### config.mk
export PLATFORM = sky130hd
export DESIGN_NAME = egrs_gear_scaler
export DESIGN_NICKNAME = d
export VERILOG_FILES = /design/src/design/egrs_divider.v /design/src/design/egrs_gear_scaler.v
export VERILOG_INCLUDE_DIRS = /design/src /design/src/design
export SDC_FILE = /design/constraint.sdc
export NUM_CORES = 2
export LEC_CHECK = 0
export BUFFER_PORTS_ARGS = -buffer_cell sky130_fd_sc_hd__buf_2
export CAP_MARGIN = 20
export CORE_MARGIN = 2
export CORE_UTILIZATION = 60
export CTS_CLUSTER_DIAMETER = 150
export DETAILED_ROUTE_END_ITERATION = 7
export PLACE_DENSITY_LB_ADDON = 0.12
export REMOVE_ABC_BUFFERS = 1
export SLEW_MARGIN = 20
export SYNTH_ARGS = -nofsm -noshare
export SYNTH_HDL_FRONTEND = slang
export SYNTH_SLANG_ARGS = --single-unit
### constraint.sdc
create_clock -name clk -period 23.1 [get_ports clk]
set_clock_uncertainty 0.05 [all_clocks]
set_input_delay 4.62 -clock clk [delete_from_list [all_inputs] [get_ports clk]]
set_output_delay 4.62 -clock clk [all_outputs]
set_load 0.005 [all_outputs]
### src/design/egrs_regs.vh
// register offsets, reset values and timing constants of the gear ratio scaler
`ifndef EGRS_REGS_VH
`define EGRS_REGS_VH

// ********************************
// parameter addresses
// ********************************
`define EGRS_ADDR_DENOM 16'h2606
`define EGRS_ADDR_NUM 16'h2608
`define EGRS_ADDR_PRESET 16'h260c
`define EGRS_ADDR_LIMIT_EN 16'h2610
`define EGRS_ADDR_SPEED_CEIL 16'h2612
`define EGRS_ADDR_ACCEL_CEIL 16'h2614
`define EGRS_ADDR_LAG 16'h1e2c

// ********************************
// reset values and ranges
// ********************************
`define EGRS_RST_DENOM 32'h0000_0001
`define EGRS_RST_NUM 32'h0000_0001
`define EGRS_RST_PRESET 4'h0
`define EGRS_PRESET_MAX 4'hb
`define EGRS_RST_SPEED_CEIL 32'h0000_0bb8
`define EGRS_RST_ACCEL_CEIL 32'h0000_0258
`define EGRS_MOTOR_INC_PER_REV 32'h0002_0000
`define EGRS_LAG_LIMIT_REVS 32'h0000_0190

// ********************************
// timing
// ********************************
`define EGRS_CLK_PERIOD_NS 8
`define EGRS_TICK_NS 10000
`define EGRS_TICK_CYCLES (`EGRS_TICK_NS / `EGRS_CLK_PERIOD_NS)

`endif

### src/design/egrs_divider.v
// sequential signed divider, truncating, remainder takes the dividend's sign
module egrs_divider (
    // clock and reset
    input wire clk,
    input wire rst,
    // request
    input wire start,
    input wire signed [63:0] dividend,
    input wire [31:0] divisor,
    // answer
    output reg busy,
    output reg done,
    output reg signed [63:0] quotient,
    output reg signed [31:0] remainder
);

    reg [63:0] quo_q;
    reg [32:0] rem_q;
    reg [32:0] div_q;
    reg neg_q;
    reg [6:0] cnt_q;
    wire [32:0] remShift;
    wire remFits;

    assign remShift = {rem_q[31:0], quo_q[63]};
    assign remFits = (remShift >= div_q);

    always @(posedge clk) begin
        if (rst) begin
            busy <= 1'b0;
            done <= 1'b0;
            quo_q <= 64'h0000_0000_0000_0000;
            rem_q <= 33'h0_0000_0000;
            div_q <= 33'h0_0000_0001;
            neg_q <= 1'b0;
            cnt_q <= 7'h00;
            quotient <= 64'h0000_0000_0000_0000;
            remainder <= 32'h0000_0000;
        end else begin
            done <= 1'b0;
            if (!busy && start) begin
                busy <= 1'b1;
                neg_q <= dividend[63];
                quo_q <= dividend[63] ? -dividend : dividend;
                rem_q <= 33'h0_0000_0000;
                div_q <= {1'b0, divisor};
                cnt_q <= 7'h40;
            end else if (busy) begin
                // restoring step on magnitudes, signs applied at the end
                quo_q <= {quo_q[62:0], remFits};
                rem_q <= remFits ? remShift - div_q : remShift;
                cnt_q <= cnt_q - 7'h01;
                if (cnt_q == 7'h01) begin
                    busy <= 1'b0;
                    done <= 1'b1;
                    if (neg_q) begin
                        quotient <= -$signed({quo_q[62:0], remFits});
                        remainder <= -$signed(remFits ? remShift[31:0] - div_q[31:0]
                                                      : remShift[31:0]);
                    end else begin
                        quotient <= $signed({quo_q[62:0], remFits});
                        remainder <= $signed(remFits ? remShift[31:0] - div_q[31:0]
                                                     : remShift[31:0]);
                    end
                end
            end
        end
    end

endmodule // egrs_divider

### src/design/egrs_gear_scaler.v
// electronic gear ratio scaler: ratio registers, scaling, follow limitation, lag
//
// How it works
// - motor increments are reference increments times numerator over denominator
// - preset selector takes 0..11, resets to 0; 0 picks user ratio
// - presets 1..11 mean 200..16384 reference increments per motor revolution
// - negative numerator reverses motor direction against the reference
// - new user ratio takes effect only on a numerator write
// - numerator is signed 32-bit full range, reset value 1
// - denominator is 1..2147483647, reset value 1
// - process data: denominator 16-bit in word 2, numerator 32-bit in words 3,4
// - limitation enable: 0 inactive, 1 active, reset 0
// - with limitation on, speed and acceleration are clamped to ceilings
// - readable lag is reference position minus effective position
// - presets scale to 131072 motor increments per revolution
// - lag beyond 400 revolutions stops operation and raises a fault
`include "egrs_regs.vh"

module egrs_gear_scaler #(
    parameter TICK_CYCLES = `EGRS_TICK_CYCLES,
    parameter REF_W = 16
) (
    // clock and reset
    input wire clk,
    input wire rst,
    // reference increments from the external controller
    input wire refValid,
    input wire signed [REF_W-1:0] refInc,
    // parameter access
    input wire paramWrEn,
    input wire paramRdEn,
    input wire [15:0] paramAddr,
    input wire [31:0] paramWrData,
    output reg [31:0] paramRdData_q,
    output reg paramRdValid_q,
    // cyclic process data
    input wire pzdValid,
    input wire [15:0] pzdWord2,
    input wire [15:0] pzdWord3,
    input wire [15:0] pzdWord4,
    // position and status
    output reg signed [31:0] effPos_q,
    output reg signed [31:0] lag_q,
    output reg fault_q
);

    // ********************************
    // helpers
    // ********************************
    function [31:0] presetRefsPerRev;
        input [3:0] code;
        begin
            case (code)
                4'h1: presetRefsPerRev = 32'h0000_00c8;
                4'h2: presetRefsPerRev = 32'h0000_0190;
                4'h3: presetRefsPerRev = 32'h0000_01f4;
                4'h4: presetRefsPerRev = 32'h0000_03e8;
                4'h5: presetRefsPerRev = 32'h0000_07d0;
                4'h6: presetRefsPerRev = 32'h0000_0fa0;
                4'h7: presetRefsPerRev = 32'h0000_1388;
                4'h8: presetRefsPerRev = 32'h0000_2710;
                4'h9: presetRefsPerRev = 32'h0000_1000;
                4'ha: presetRefsPerRev = 32'h0000_2000;
                4'hb: presetRefsPerRev = 32'h0000_4000;
                default: presetRefsPerRev = 32'h0000_0001;
            endcase
        end
    endfunction

    function signed [31:0] clampSym;
        input signed [31:0] v;
        input [31:0] lim;
        begin
            if (v > $signed(lim))
                clampSym = $signed(lim);
            else if (v < -$signed(lim))
                clampSym = -$signed(lim);
            else
                clampSym = v;
        end
    endfunction

    // ********************************
    // parameter registers
    // ********************************
    reg signed [31:0] numReg_q;
    reg signed [31:0] denReg_q;
    reg signed [31:0] actNum_q;
    reg signed [31:0] actDen_q;
    reg [3:0] preset_q;
    reg limitEn_q;
    reg [31:0] speedCeil_q;
    reg [31:0] accelCeil_q;
    reg ratioChanged;

    wire wrDen = paramWrEn && (paramAddr == `EGRS_ADDR_DENOM);
    wire wrNum = paramWrEn && (paramAddr == `EGRS_ADDR_NUM);
    wire denOk = !paramWrData[31] && (paramWrData != 32'h0000_0000);
    wire pzdDenOk = (pzdWord2 != 16'h0000);
    wire signed [31:0] newDen = wrDen && denOk ? $signed(paramWrData) : denReg_q;

    always @(posedge clk) begin
        if (rst) begin
            numReg_q <= `EGRS_RST_NUM;
            denReg_q <= `EGRS_RST_DENOM;
            actNum_q <= `EGRS_RST_NUM;
            actDen_q <= `EGRS_RST_DENOM;
            preset_q <= `EGRS_RST_PRESET;
            limitEn_q <= 1'b0;
            speedCeil_q <= `EGRS_RST_SPEED_CEIL;
            accelCeil_q <= `EGRS_RST_ACCEL_CEIL;
            ratioChanged <= 1'b0;
        end else begin
            ratioChanged <= 1'b0;
            if (pzdValid) begin
                // process data carries both halves, numerator arrival applies it
                numReg_q <= {pzdWord3, pzdWord4};
                actNum_q <= {pzdWord3, pzdWord4};
                if (pzdDenOk) begin
                    denReg_q <= {16'h0000, pzdWord2};
                    actDen_q <= {16'h0000, pzdWord2};
                end else begin
                    actDen_q <= denReg_q;
                end
                ratioChanged <= 1'b1;
            end else begin
                if (wrDen && denOk)
                    denReg_q <= paramWrData; // out-of-range writes are ignored
                if (wrNum) begin
                    numReg_q <= paramWrData;
                    actNum_q <= paramWrData;
                    actDen_q <= newDen;
                    ratioChanged <= 1'b1;
                end
            end
            if (paramWrEn && paramAddr == `EGRS_ADDR_PRESET &&
                    paramWrData[31:4] == 28'h000_0000 &&
                    paramWrData[3:0] <= `EGRS_PRESET_MAX) begin
                preset_q <= paramWrData[3:0];
                ratioChanged <= 1'b1;
            end
            if (paramWrEn && paramAddr == `EGRS_ADDR_LIMIT_EN &&
                    paramWrData[31:1] == 31'h0000_0000)
                limitEn_q <= paramWrData[0];
            if (paramWrEn && paramAddr == `EGRS_ADDR_SPEED_CEIL)
                speedCeil_q <= paramWrData;
            if (paramWrEn && paramAddr == `EGRS_ADDR_ACCEL_CEIL)
                accelCeil_q <= paramWrData;
        end
    end

    always @(posedge clk) begin
        if (rst) begin
            paramRdData_q <= 32'h0000_0000;
            paramRdValid_q <= 1'b0;
        end else begin
            paramRdValid_q <= paramRdEn;
            case (paramAddr)
                `EGRS_ADDR_DENOM: paramRdData_q <= denReg_q;
                `EGRS_ADDR_NUM: paramRdData_q <= numReg_q;
                `EGRS_ADDR_PRESET: paramRdData_q <= {28'h000_0000, preset_q};
                `EGRS_ADDR_LIMIT_EN: paramRdData_q <= {31'h0000_0000, limitEn_q};
                `EGRS_ADDR_SPEED_CEIL: paramRdData_q <= speedCeil_q;
                `EGRS_ADDR_ACCEL_CEIL: paramRdData_q <= accelCeil_q;
                `EGRS_ADDR_LAG: paramRdData_q <= lag_q;
                default: paramRdData_q <= 32'h0000_0000;
            endcase
        end
    end

    // ********************************
    // scaling
    // ********************************
    // preset picks 131072 over refs-per-rev, code 0 picks the user pair
    wire signed [31:0] useNum = (preset_q == 4'h0) ? actNum_q
                                                   : `EGRS_MOTOR_INC_PER_REV;
    wire signed [31:0] useDen = (preset_q == 4'h0) ? actDen_q
                                                   : presetRefsPerRev(preset_q);

    // increments that arrive while the divider runs pile up here, none are lost until a fault is raised
    reg signed [23:0] pendAcc_q;
    reg signed [31:0] carry_q;
    reg signed [31:0] refPos_q;
    wire divBusy;
    wire divDone;
    wire signed [63:0] divQuo;
    wire signed [31:0] divRem;
    wire launch = !divBusy && !divDone && (pendAcc_q != 24'sh00_0000) && !fault_q;
    wire signed [23:0] refExt = {{(24-REF_W){refInc[REF_W-1]}}, refInc};
    wire signed [23:0] addIn = (refValid && !fault_q) ? refExt : 24'sh00_0000;
    wire signed [63:0] product = pendAcc_q * useNum;
    wire signed [63:0] dividend = product + {{32{carry_q[31]}}, carry_q};

    egrs_divider u_div (
        .clk(clk),
        .rst(rst),
        .start(launch),
        .dividend(dividend),
        .divisor(useDen),
        .busy(divBusy),
        .done(divDone),
        .quotient(divQuo),
        .remainder(divRem)
    );

    always @(posedge clk) begin
        if (rst) begin
            pendAcc_q <= 24'sh00_0000;
            carry_q <= 32'sh0000_0000;
            refPos_q <= 32'sh0000_0000;
        end else begin
            pendAcc_q <= (launch ? 24'sh00_0000 : pendAcc_q) + addIn;
            if (divDone) begin
                refPos_q <= refPos_q + divQuo[31:0];
                carry_q <= divRem;
            end
            // a remainder left from the old ratio means nothing under a new one
            if (ratioChanged)
                carry_q <= 32'sh0000_0000;
        end
    end

    // ********************************
    // follow limitation and lag
    // ********************************
    reg [15:0] tickCnt_q;
    reg signed [31:0] vel_q;
    wire tick = (tickCnt_q == TICK_CYCLES[15:0] - 16'h0001);
    wire signed [31:0] posErr = refPos_q - effPos_q;
    wire signed [31:0] velTarget = clampSym(posErr, speedCeil_q);
    wire signed [31:0] velNext = vel_q + clampSym(velTarget - vel_q, accelCeil_q);
    wire [31:0] lagMag = lag_q[31] ? -lag_q : lag_q;
    wire [31:0] lagLimit = `EGRS_LAG_LIMIT_REVS * `EGRS_MOTOR_INC_PER_REV;

    always @(posedge clk) begin
        if (rst) begin
            tickCnt_q <= 16'h0000;
            vel_q <= 32'sh0000_0000;
            effPos_q <= 32'sh0000_0000;
            lag_q <= 32'sh0000_0000;
            fault_q <= 1'b0;
        end else begin
            tickCnt_q <= tick ? 16'h0000 : tickCnt_q + 16'h0001;
            lag_q <= posErr;
            if (lagMag > lagLimit)
                fault_q <= 1'b1;
            if (fault_q || lagMag > lagLimit) begin
                // stopped: hold position until reset
                vel_q <= 32'sh0000_0000;
            end else if (!limitEn_q) begin
                // source is trusted to be followable, so track directly
                effPos_q <= refPos_q;
                vel_q <= 32'sh0000_0000;
            end else if (tick) begin
                vel_q <= velNext;
                effPos_q <= effPos_q + velNext;
            end
        end
    end

endmodule // egrs_gear_scaler

# == Word-level counts from Yosys, hierarchy flattened ==
# Memories as Yosys holds them, arrays and structs flattened. A register that Yosys moved wholly into a read port is not among the register bits.
# Cells that the tools add are included.
# op_classes
n_addsub,17
n_eq_ne,10
n_bitwise,4
muxes,37
multipliers,1
order_cmp,7
reduce_logical,36
# op_table
operator,n
32-bit 2-to-1 mux,20
32-bit one-hot mux with 7 select lines,1
64-bit 2-to-1 mux,3
32-bit negator,5
32-bit subtractor,4
32-bit adder,3
"16-bit by 14-bit == test with 1-bit output, second input constant",6
32-bit greater-than comparator,2
32-bit less-than comparator,2
57-bit negator with 64-bit output,1
56-bit by 32-bit adder with 57-bit output,1
24-bit by 32-bit multiplier with 56-bit output,1
24-bit 2-to-1 mux,2
33-bit by 32-bit greater-or-equal comparator with 1-bit output,1
"32-bit by 26-bit greater-than comparator with 1-bit output, second input constant",1
32-bit nonzero test,1
31-bit zero test,1
28-bit zero test,1
24-bit adder,1
24-bit nonzero test,1
"16-bit by 1-bit adder with 16-bit output, second input constant",1
"16-bit by 11-bit == test with 1-bit output, second input constant",1
"16-bit by 13-bit == test with 1-bit output, second input constant",1
1-bit logical AND,16
other kinds (17),35
# totals
mem_count,1
inputBits,118
regBits,602
mem_bits_ro,224
word_cells,141
# memory_table
name,depth,width,rd,rd_ports_with_merged_regs,wr,line_no,source
(no name shown),16,14,1,1,0,egrs_gear_scaler.v:53,case (code)

# == Longest topological paths before layout ==
# depth
word_depth,12
depth_mapped,95

# == Modules after synthesis ==
# From an unflattened synthesis, not the netlist that was laid out.
# hier_totals
cells_unflattened,8767
hier_area_um2,72122.9
# modules_own_cells
module,area_each_um2,cells_per_inst,seq_area_each_um2,n_inst
egrs_gear_scaler,57576.5,6855,8287.9,1
egrs_divider,14546.5,1912,4684.5,1

# == Worst setup path before layout ==
# OpenSTA, ideal clock, no wires.
# synth_timing
path_type,register -> register
startpoint,register effPos_q[7]
endpoint,register effPos_q[31]
synth_period_minus_slack_ns,16.384
path_stages_with_launch,89
t_arrival_ns,16.202
setup_slack_ns,6.716
n_path_buf,3
t_required_ns,22.917
cell_sequence,dfxtp_1 inv_1 ha_1 a21o_1 or4_1 o221ai_1 o211a_1 o31a_1 o21ai_0 a211oi_1 nor2_1 nor2_1 nor2_1 o21ai_0 nand2b_1 a21oi_1 xnor2_1 ha_1 [... 53 more ...] a21o_1 a21o_1 a21oi_1 xnor2_1 ha_1 and3_1 nand3_1 nand2_1 a41oi_1 a21o_1 o211ai_1 o211ai_1 o21ai_0 xnor2_1 nor3_1 mux2_2 a32oi_1 a31oi_1
# synth_between
elab_chain_cells,12
# synth_rtl
element,line_no,source
from (decl),egrs_gear_scaler.v:42,"output reg signed [31:0] effPos_q,"
from (signal assigned),egrs_gear_scaler.v:252,effPos_q <= refPos_q;
from (signal assigned),egrs_gear_scaler.v:256,effPos_q <= effPos_q + velNext;
32-bit subtractor *,egrs_gear_scaler.v:229,wire signed [31:0] posErr = refPos_q - effPos_q;
via posErr[29],egrs_gear_scaler.v:229,
32-bit less-than comparator,egrs_gear_scaler.v:76,else if (v < -$signed(lim))
32-bit 2-to-1 mux,egrs_gear_scaler.v:76,
32-bit 2-to-1 mux *,egrs_gear_scaler.v:74,if (v > $signed(lim))
32-bit subtractor *,egrs_gear_scaler.v:231,"wire signed [31:0] velNext = vel_q + clampSym(velTarget - vel_q, accelCeil_q);"
32-bit less-than comparator,egrs_gear_scaler.v:76,
32-bit 2-to-1 mux,egrs_gear_scaler.v:76,
32-bit 2-to-1 mux *,egrs_gear_scaler.v:74,
32-bit adder *,egrs_gear_scaler.v:231,
via velNext[20],egrs_gear_scaler.v:231,
32-bit adder *,egrs_gear_scaler.v:256,
32-bit 2-to-1 mux *,egrs_gear_scaler.v:254,end else if (tick) begin
32-bit 2-to-1 mux *,egrs_gear_scaler.v:250,end else if (!limitEn_q) begin
# The timed path passes the listed nets; every way through them passes the cells marked *. The select of a mux whose other input is x is not followed.
# A chain may end at the register's enable or synchronous reset.

# == Worst setup path in the final report ==
# layout_timing
startpoint,register effPos_q[0]
endpoint,register effPos_q[31]
# Same word-level chain as after synthesis.

==> impl_metrics.csv <==
group,metric,value,unit
status,outcome,"complete, no violations",
yosys,synthTopCellsByArea,"fa_1 (24%), dfxtp_1 (18%), ha_1 (8.9%), nand2_1 (6.3%), inv_1 (5.8%)",
cells_and_area,nets,9930,
routing,dr.pass1.iters,8,
flow_run,cap_violations,0,
grt,grt.overflow.total,0,
floorplan,core_area,116000,um2
floorplan,start_util,60.4,%
cells_and_area,syn2layout_area_growth,7.23,%
worst_setup_path,path_class,"reg -> reg",
timing,post-route-period-util,86.9,%
grt,grt_pass1_wl,383000,um
yosys,synth_warnings,0,
grt,track_usage,42.0,%
routing,vias,63300,
routing,drc,0,
timing,rsz0062_at_grt,"false",
floorplan,dieHeight,346,um
placement,portBuffers,215,
grt,grt_use_met3,15.1,%
placement,placed_area,72300,um2
floorplan,dieArea,119000,um2
routing,vias_per_cell,6.29,
yosys,synth_commonest_cells,"nand2_1 (1169), inv_1 (1084), fa_1 (833)",
yosys,syn_area,70000,um2
grt,antenna_found_initial,13,
routing,ant_nets,0,
yosys,synth_ff_type,"dfxtp_1",
routing,routed_wl,251000,um
yosys,ys_seq_area_share,17.6,%
cts,post_cts_buffers,0,
yosys,yosysMostFrequentCell,"nand2_1",
worst_setup_path,cp.required,23640,ps
floorplan,fp-row-count,125,
cts,cts_made_buffers,76,
timing,setup_tns,0,ps
worst_setup_path,critical_path_arrival,20610,ps
cells_and_area,design_area,75100,um2
grt,grtUsageMet1,58.4,%
timing,finalHoldViolations,0,
worst_setup_path,cp_common_cell,"o21ai_0",
worst_setup_path,max_stage_delay,680,ps
floorplan,die_x,346,um
grt,grt_pass1_vias,61400,
yosys,synth_edf_count,0,
floorplan,pin_count,216,
timing,relSlewSlack,17.8,%
routing,first_iter_violations,6877,
cells_and_area,drive_above_1_share,6.90,%
cts,clock_sinks,616,
min_path,min_path_type,"reg -> reg",
grt,grt_use_met2,59.0,%
timing,fmax,0.0498,GHz
cts,cts_max_path_buffers,3,
cts,hold_buffers,0,
cts,root_buffer,"clkbuf_16",
timing,fin_crit,20060,ps
placement,place_congestion,1.06,
placement,place_inst,9926,
placement,dp_hpwl,197000,um
yosys,yosysUniqueCellTypes,101,
cells_and_area,fin_cells,10100,
routing,wl_per_cell,24.9,um
cts,clk-insertion-delay-late,700,ps
cts,post_cts_resized,0,
cts,cts_tree,"built",
grt,grt_max_degree,190,
cts,cts.clk_slew.worst_paths,60,ps
grt,grt-busiest-layer,"met2",
cells_and_area,num-fill-cells,10100,
timing,worst_pin_slew,1230,ps
timing,finalSetupViolCount,0,
timing,slew_violations,0,
cts,cts.htree.levels,3,
yosys,postSynthCellCount,8532,
worst_setup_path,crit_path_end_kind,"flip-flop",
yosys,syn_avg_cell_area,8.20,um2
yosys,synth-seq-cells,616,
placement,pre_cts_ws,3570,ps
yosys,synth-async-reset-ratio,0,%
worst_setup_path,worst_setup_path_start_kind,"flip-flop",
worst_setup_path,cp_max_fo,33,
yosys,synthDominantCellAreaShare,23.8,%
timing,layout_setup_ws,3040,ps
worst_setup_path,crit_path_top_delay_cell,"mux2_2",
yosys,yosys.area.top_type,"fa_1",
worst max-delay path, delay by kind of cell (launching register included):
family	cells	cell delay [ps]
xor gates and xnor gates	4	920
DFF	1	370
and+or+nand+nor	14	2720
AOI/OAI and AO/OA	51	11660
muxes	1	680
buffers and inverters	5	730
adders and majority gates	9	2760
state kept, by name (all words and copies together), names as in the netlist, 32 cells and up, named ones only:
signal,flops
actNum_q,32
vel_q,32
effPos_q,32
denReg_q,32
u_div.quotient,32
refPos_q,32
u_div.rem_q,32
accelCeil_q,32
carry_q,32
u_div.remainder,32
paramRdData_q,32
speedCeil_q,32
lag_q,32
u_div.quo_q,64
u_div.div_q,32
actDen_q,32
cell usage in the layout (no fill, tap or decap), types with 30 or more instances in the layout:
cell type and instances:
nor3_1 118, a222oi_1 38, a21oi_1 551, dfxtp_1 612, nand3_1 135, o21bai_1 42, or3_1 50, xor2_1 136
inv_1 1082, and3_1 205, fa_1 833, o21ai_0 261, nand2b_1 71, nor4_1 48, a21o_1 122, nand2_1 1166
buf_2 214, and2_1 115, nor3b_1 30, o31ai_1 39, xnor2_1 253, nor2_1 575, nor2b_1 92, mux2i_1 120
o211ai_1 35, clkbuf_16 76, a31oi_1 72, ha_1 498, nand4_1 67, buf_4 134, a211oi_1 235, o21a_1 38
path summary, 6_finish.rpt:
| check | start | endpoint | slack, ps | cells after the start |
|---|---|---|---|---|
| max | effPos_q[0] | effPos_q[31] | 3040 | 84 |
| min | actDen_q[20] | u_div.div_q[20] | 390 | 2 |
| max reg2reg | effPos_q[0] | effPos_q[31] | 3040 | 84 |
| min reg2reg | actDen_q[20] | u_div.div_q[20] | 390 | 2 |
cell type report:
cell class                 instances  area (um2)  area share, %
antenna                            9        22.5         0.0300
clock buffer                     107        2170           2.89
clock inverter                    30         483          0.643
inverter                        1086        4080           5.43
multi-input combinational       6350       51900           69.2
sequential                       616       12300           16.4
tap                             1524        1910           2.54
timing repair buffer             351        2140           2.85
cell families after synthesis:
| family | after synthesis | share of synthesized area, % |
|---|---|---|
| DFF | 616 | 17.6 |
| adders and majority gates | 1335 | 32.8 |
| muxes | 140 | 2.04 |
| xor gates and xnor gates | 390 | 4.88 |
| and+or+nand+nor | 2794 | 18.6 |
| buffers and inverters | 1566 | 8.42 |
| AOI/OAI and AO/OA | 1691 | 15.6 |
metrics by stage:
| stage | utilization [%] | hold slack [ps] |
|---|---|---|
| 6_report | 64.8 | 388 |
| 5_1_grt | 64.8 | 426 |
| 4_1_cts | 64.7 | 394 |
| 3_5_place_dp | 62.4 | 394 |
| 3_3_place_gp | 62.4 | 388 |
| 2_1_floorplan | - | 375 |
per-layer routing:
metal / share of wire, % / vias up
met4: 4.7 / 2
met2: 40 / 3642
li1: - / 28300
met3: 14 / 582
met1: 41 / 30800
met5: 0.0052 / -
Power is left out: the tool's default activity adds up to more than one toggle a clock period on the data nets, which glitch-free logic cannot reach.
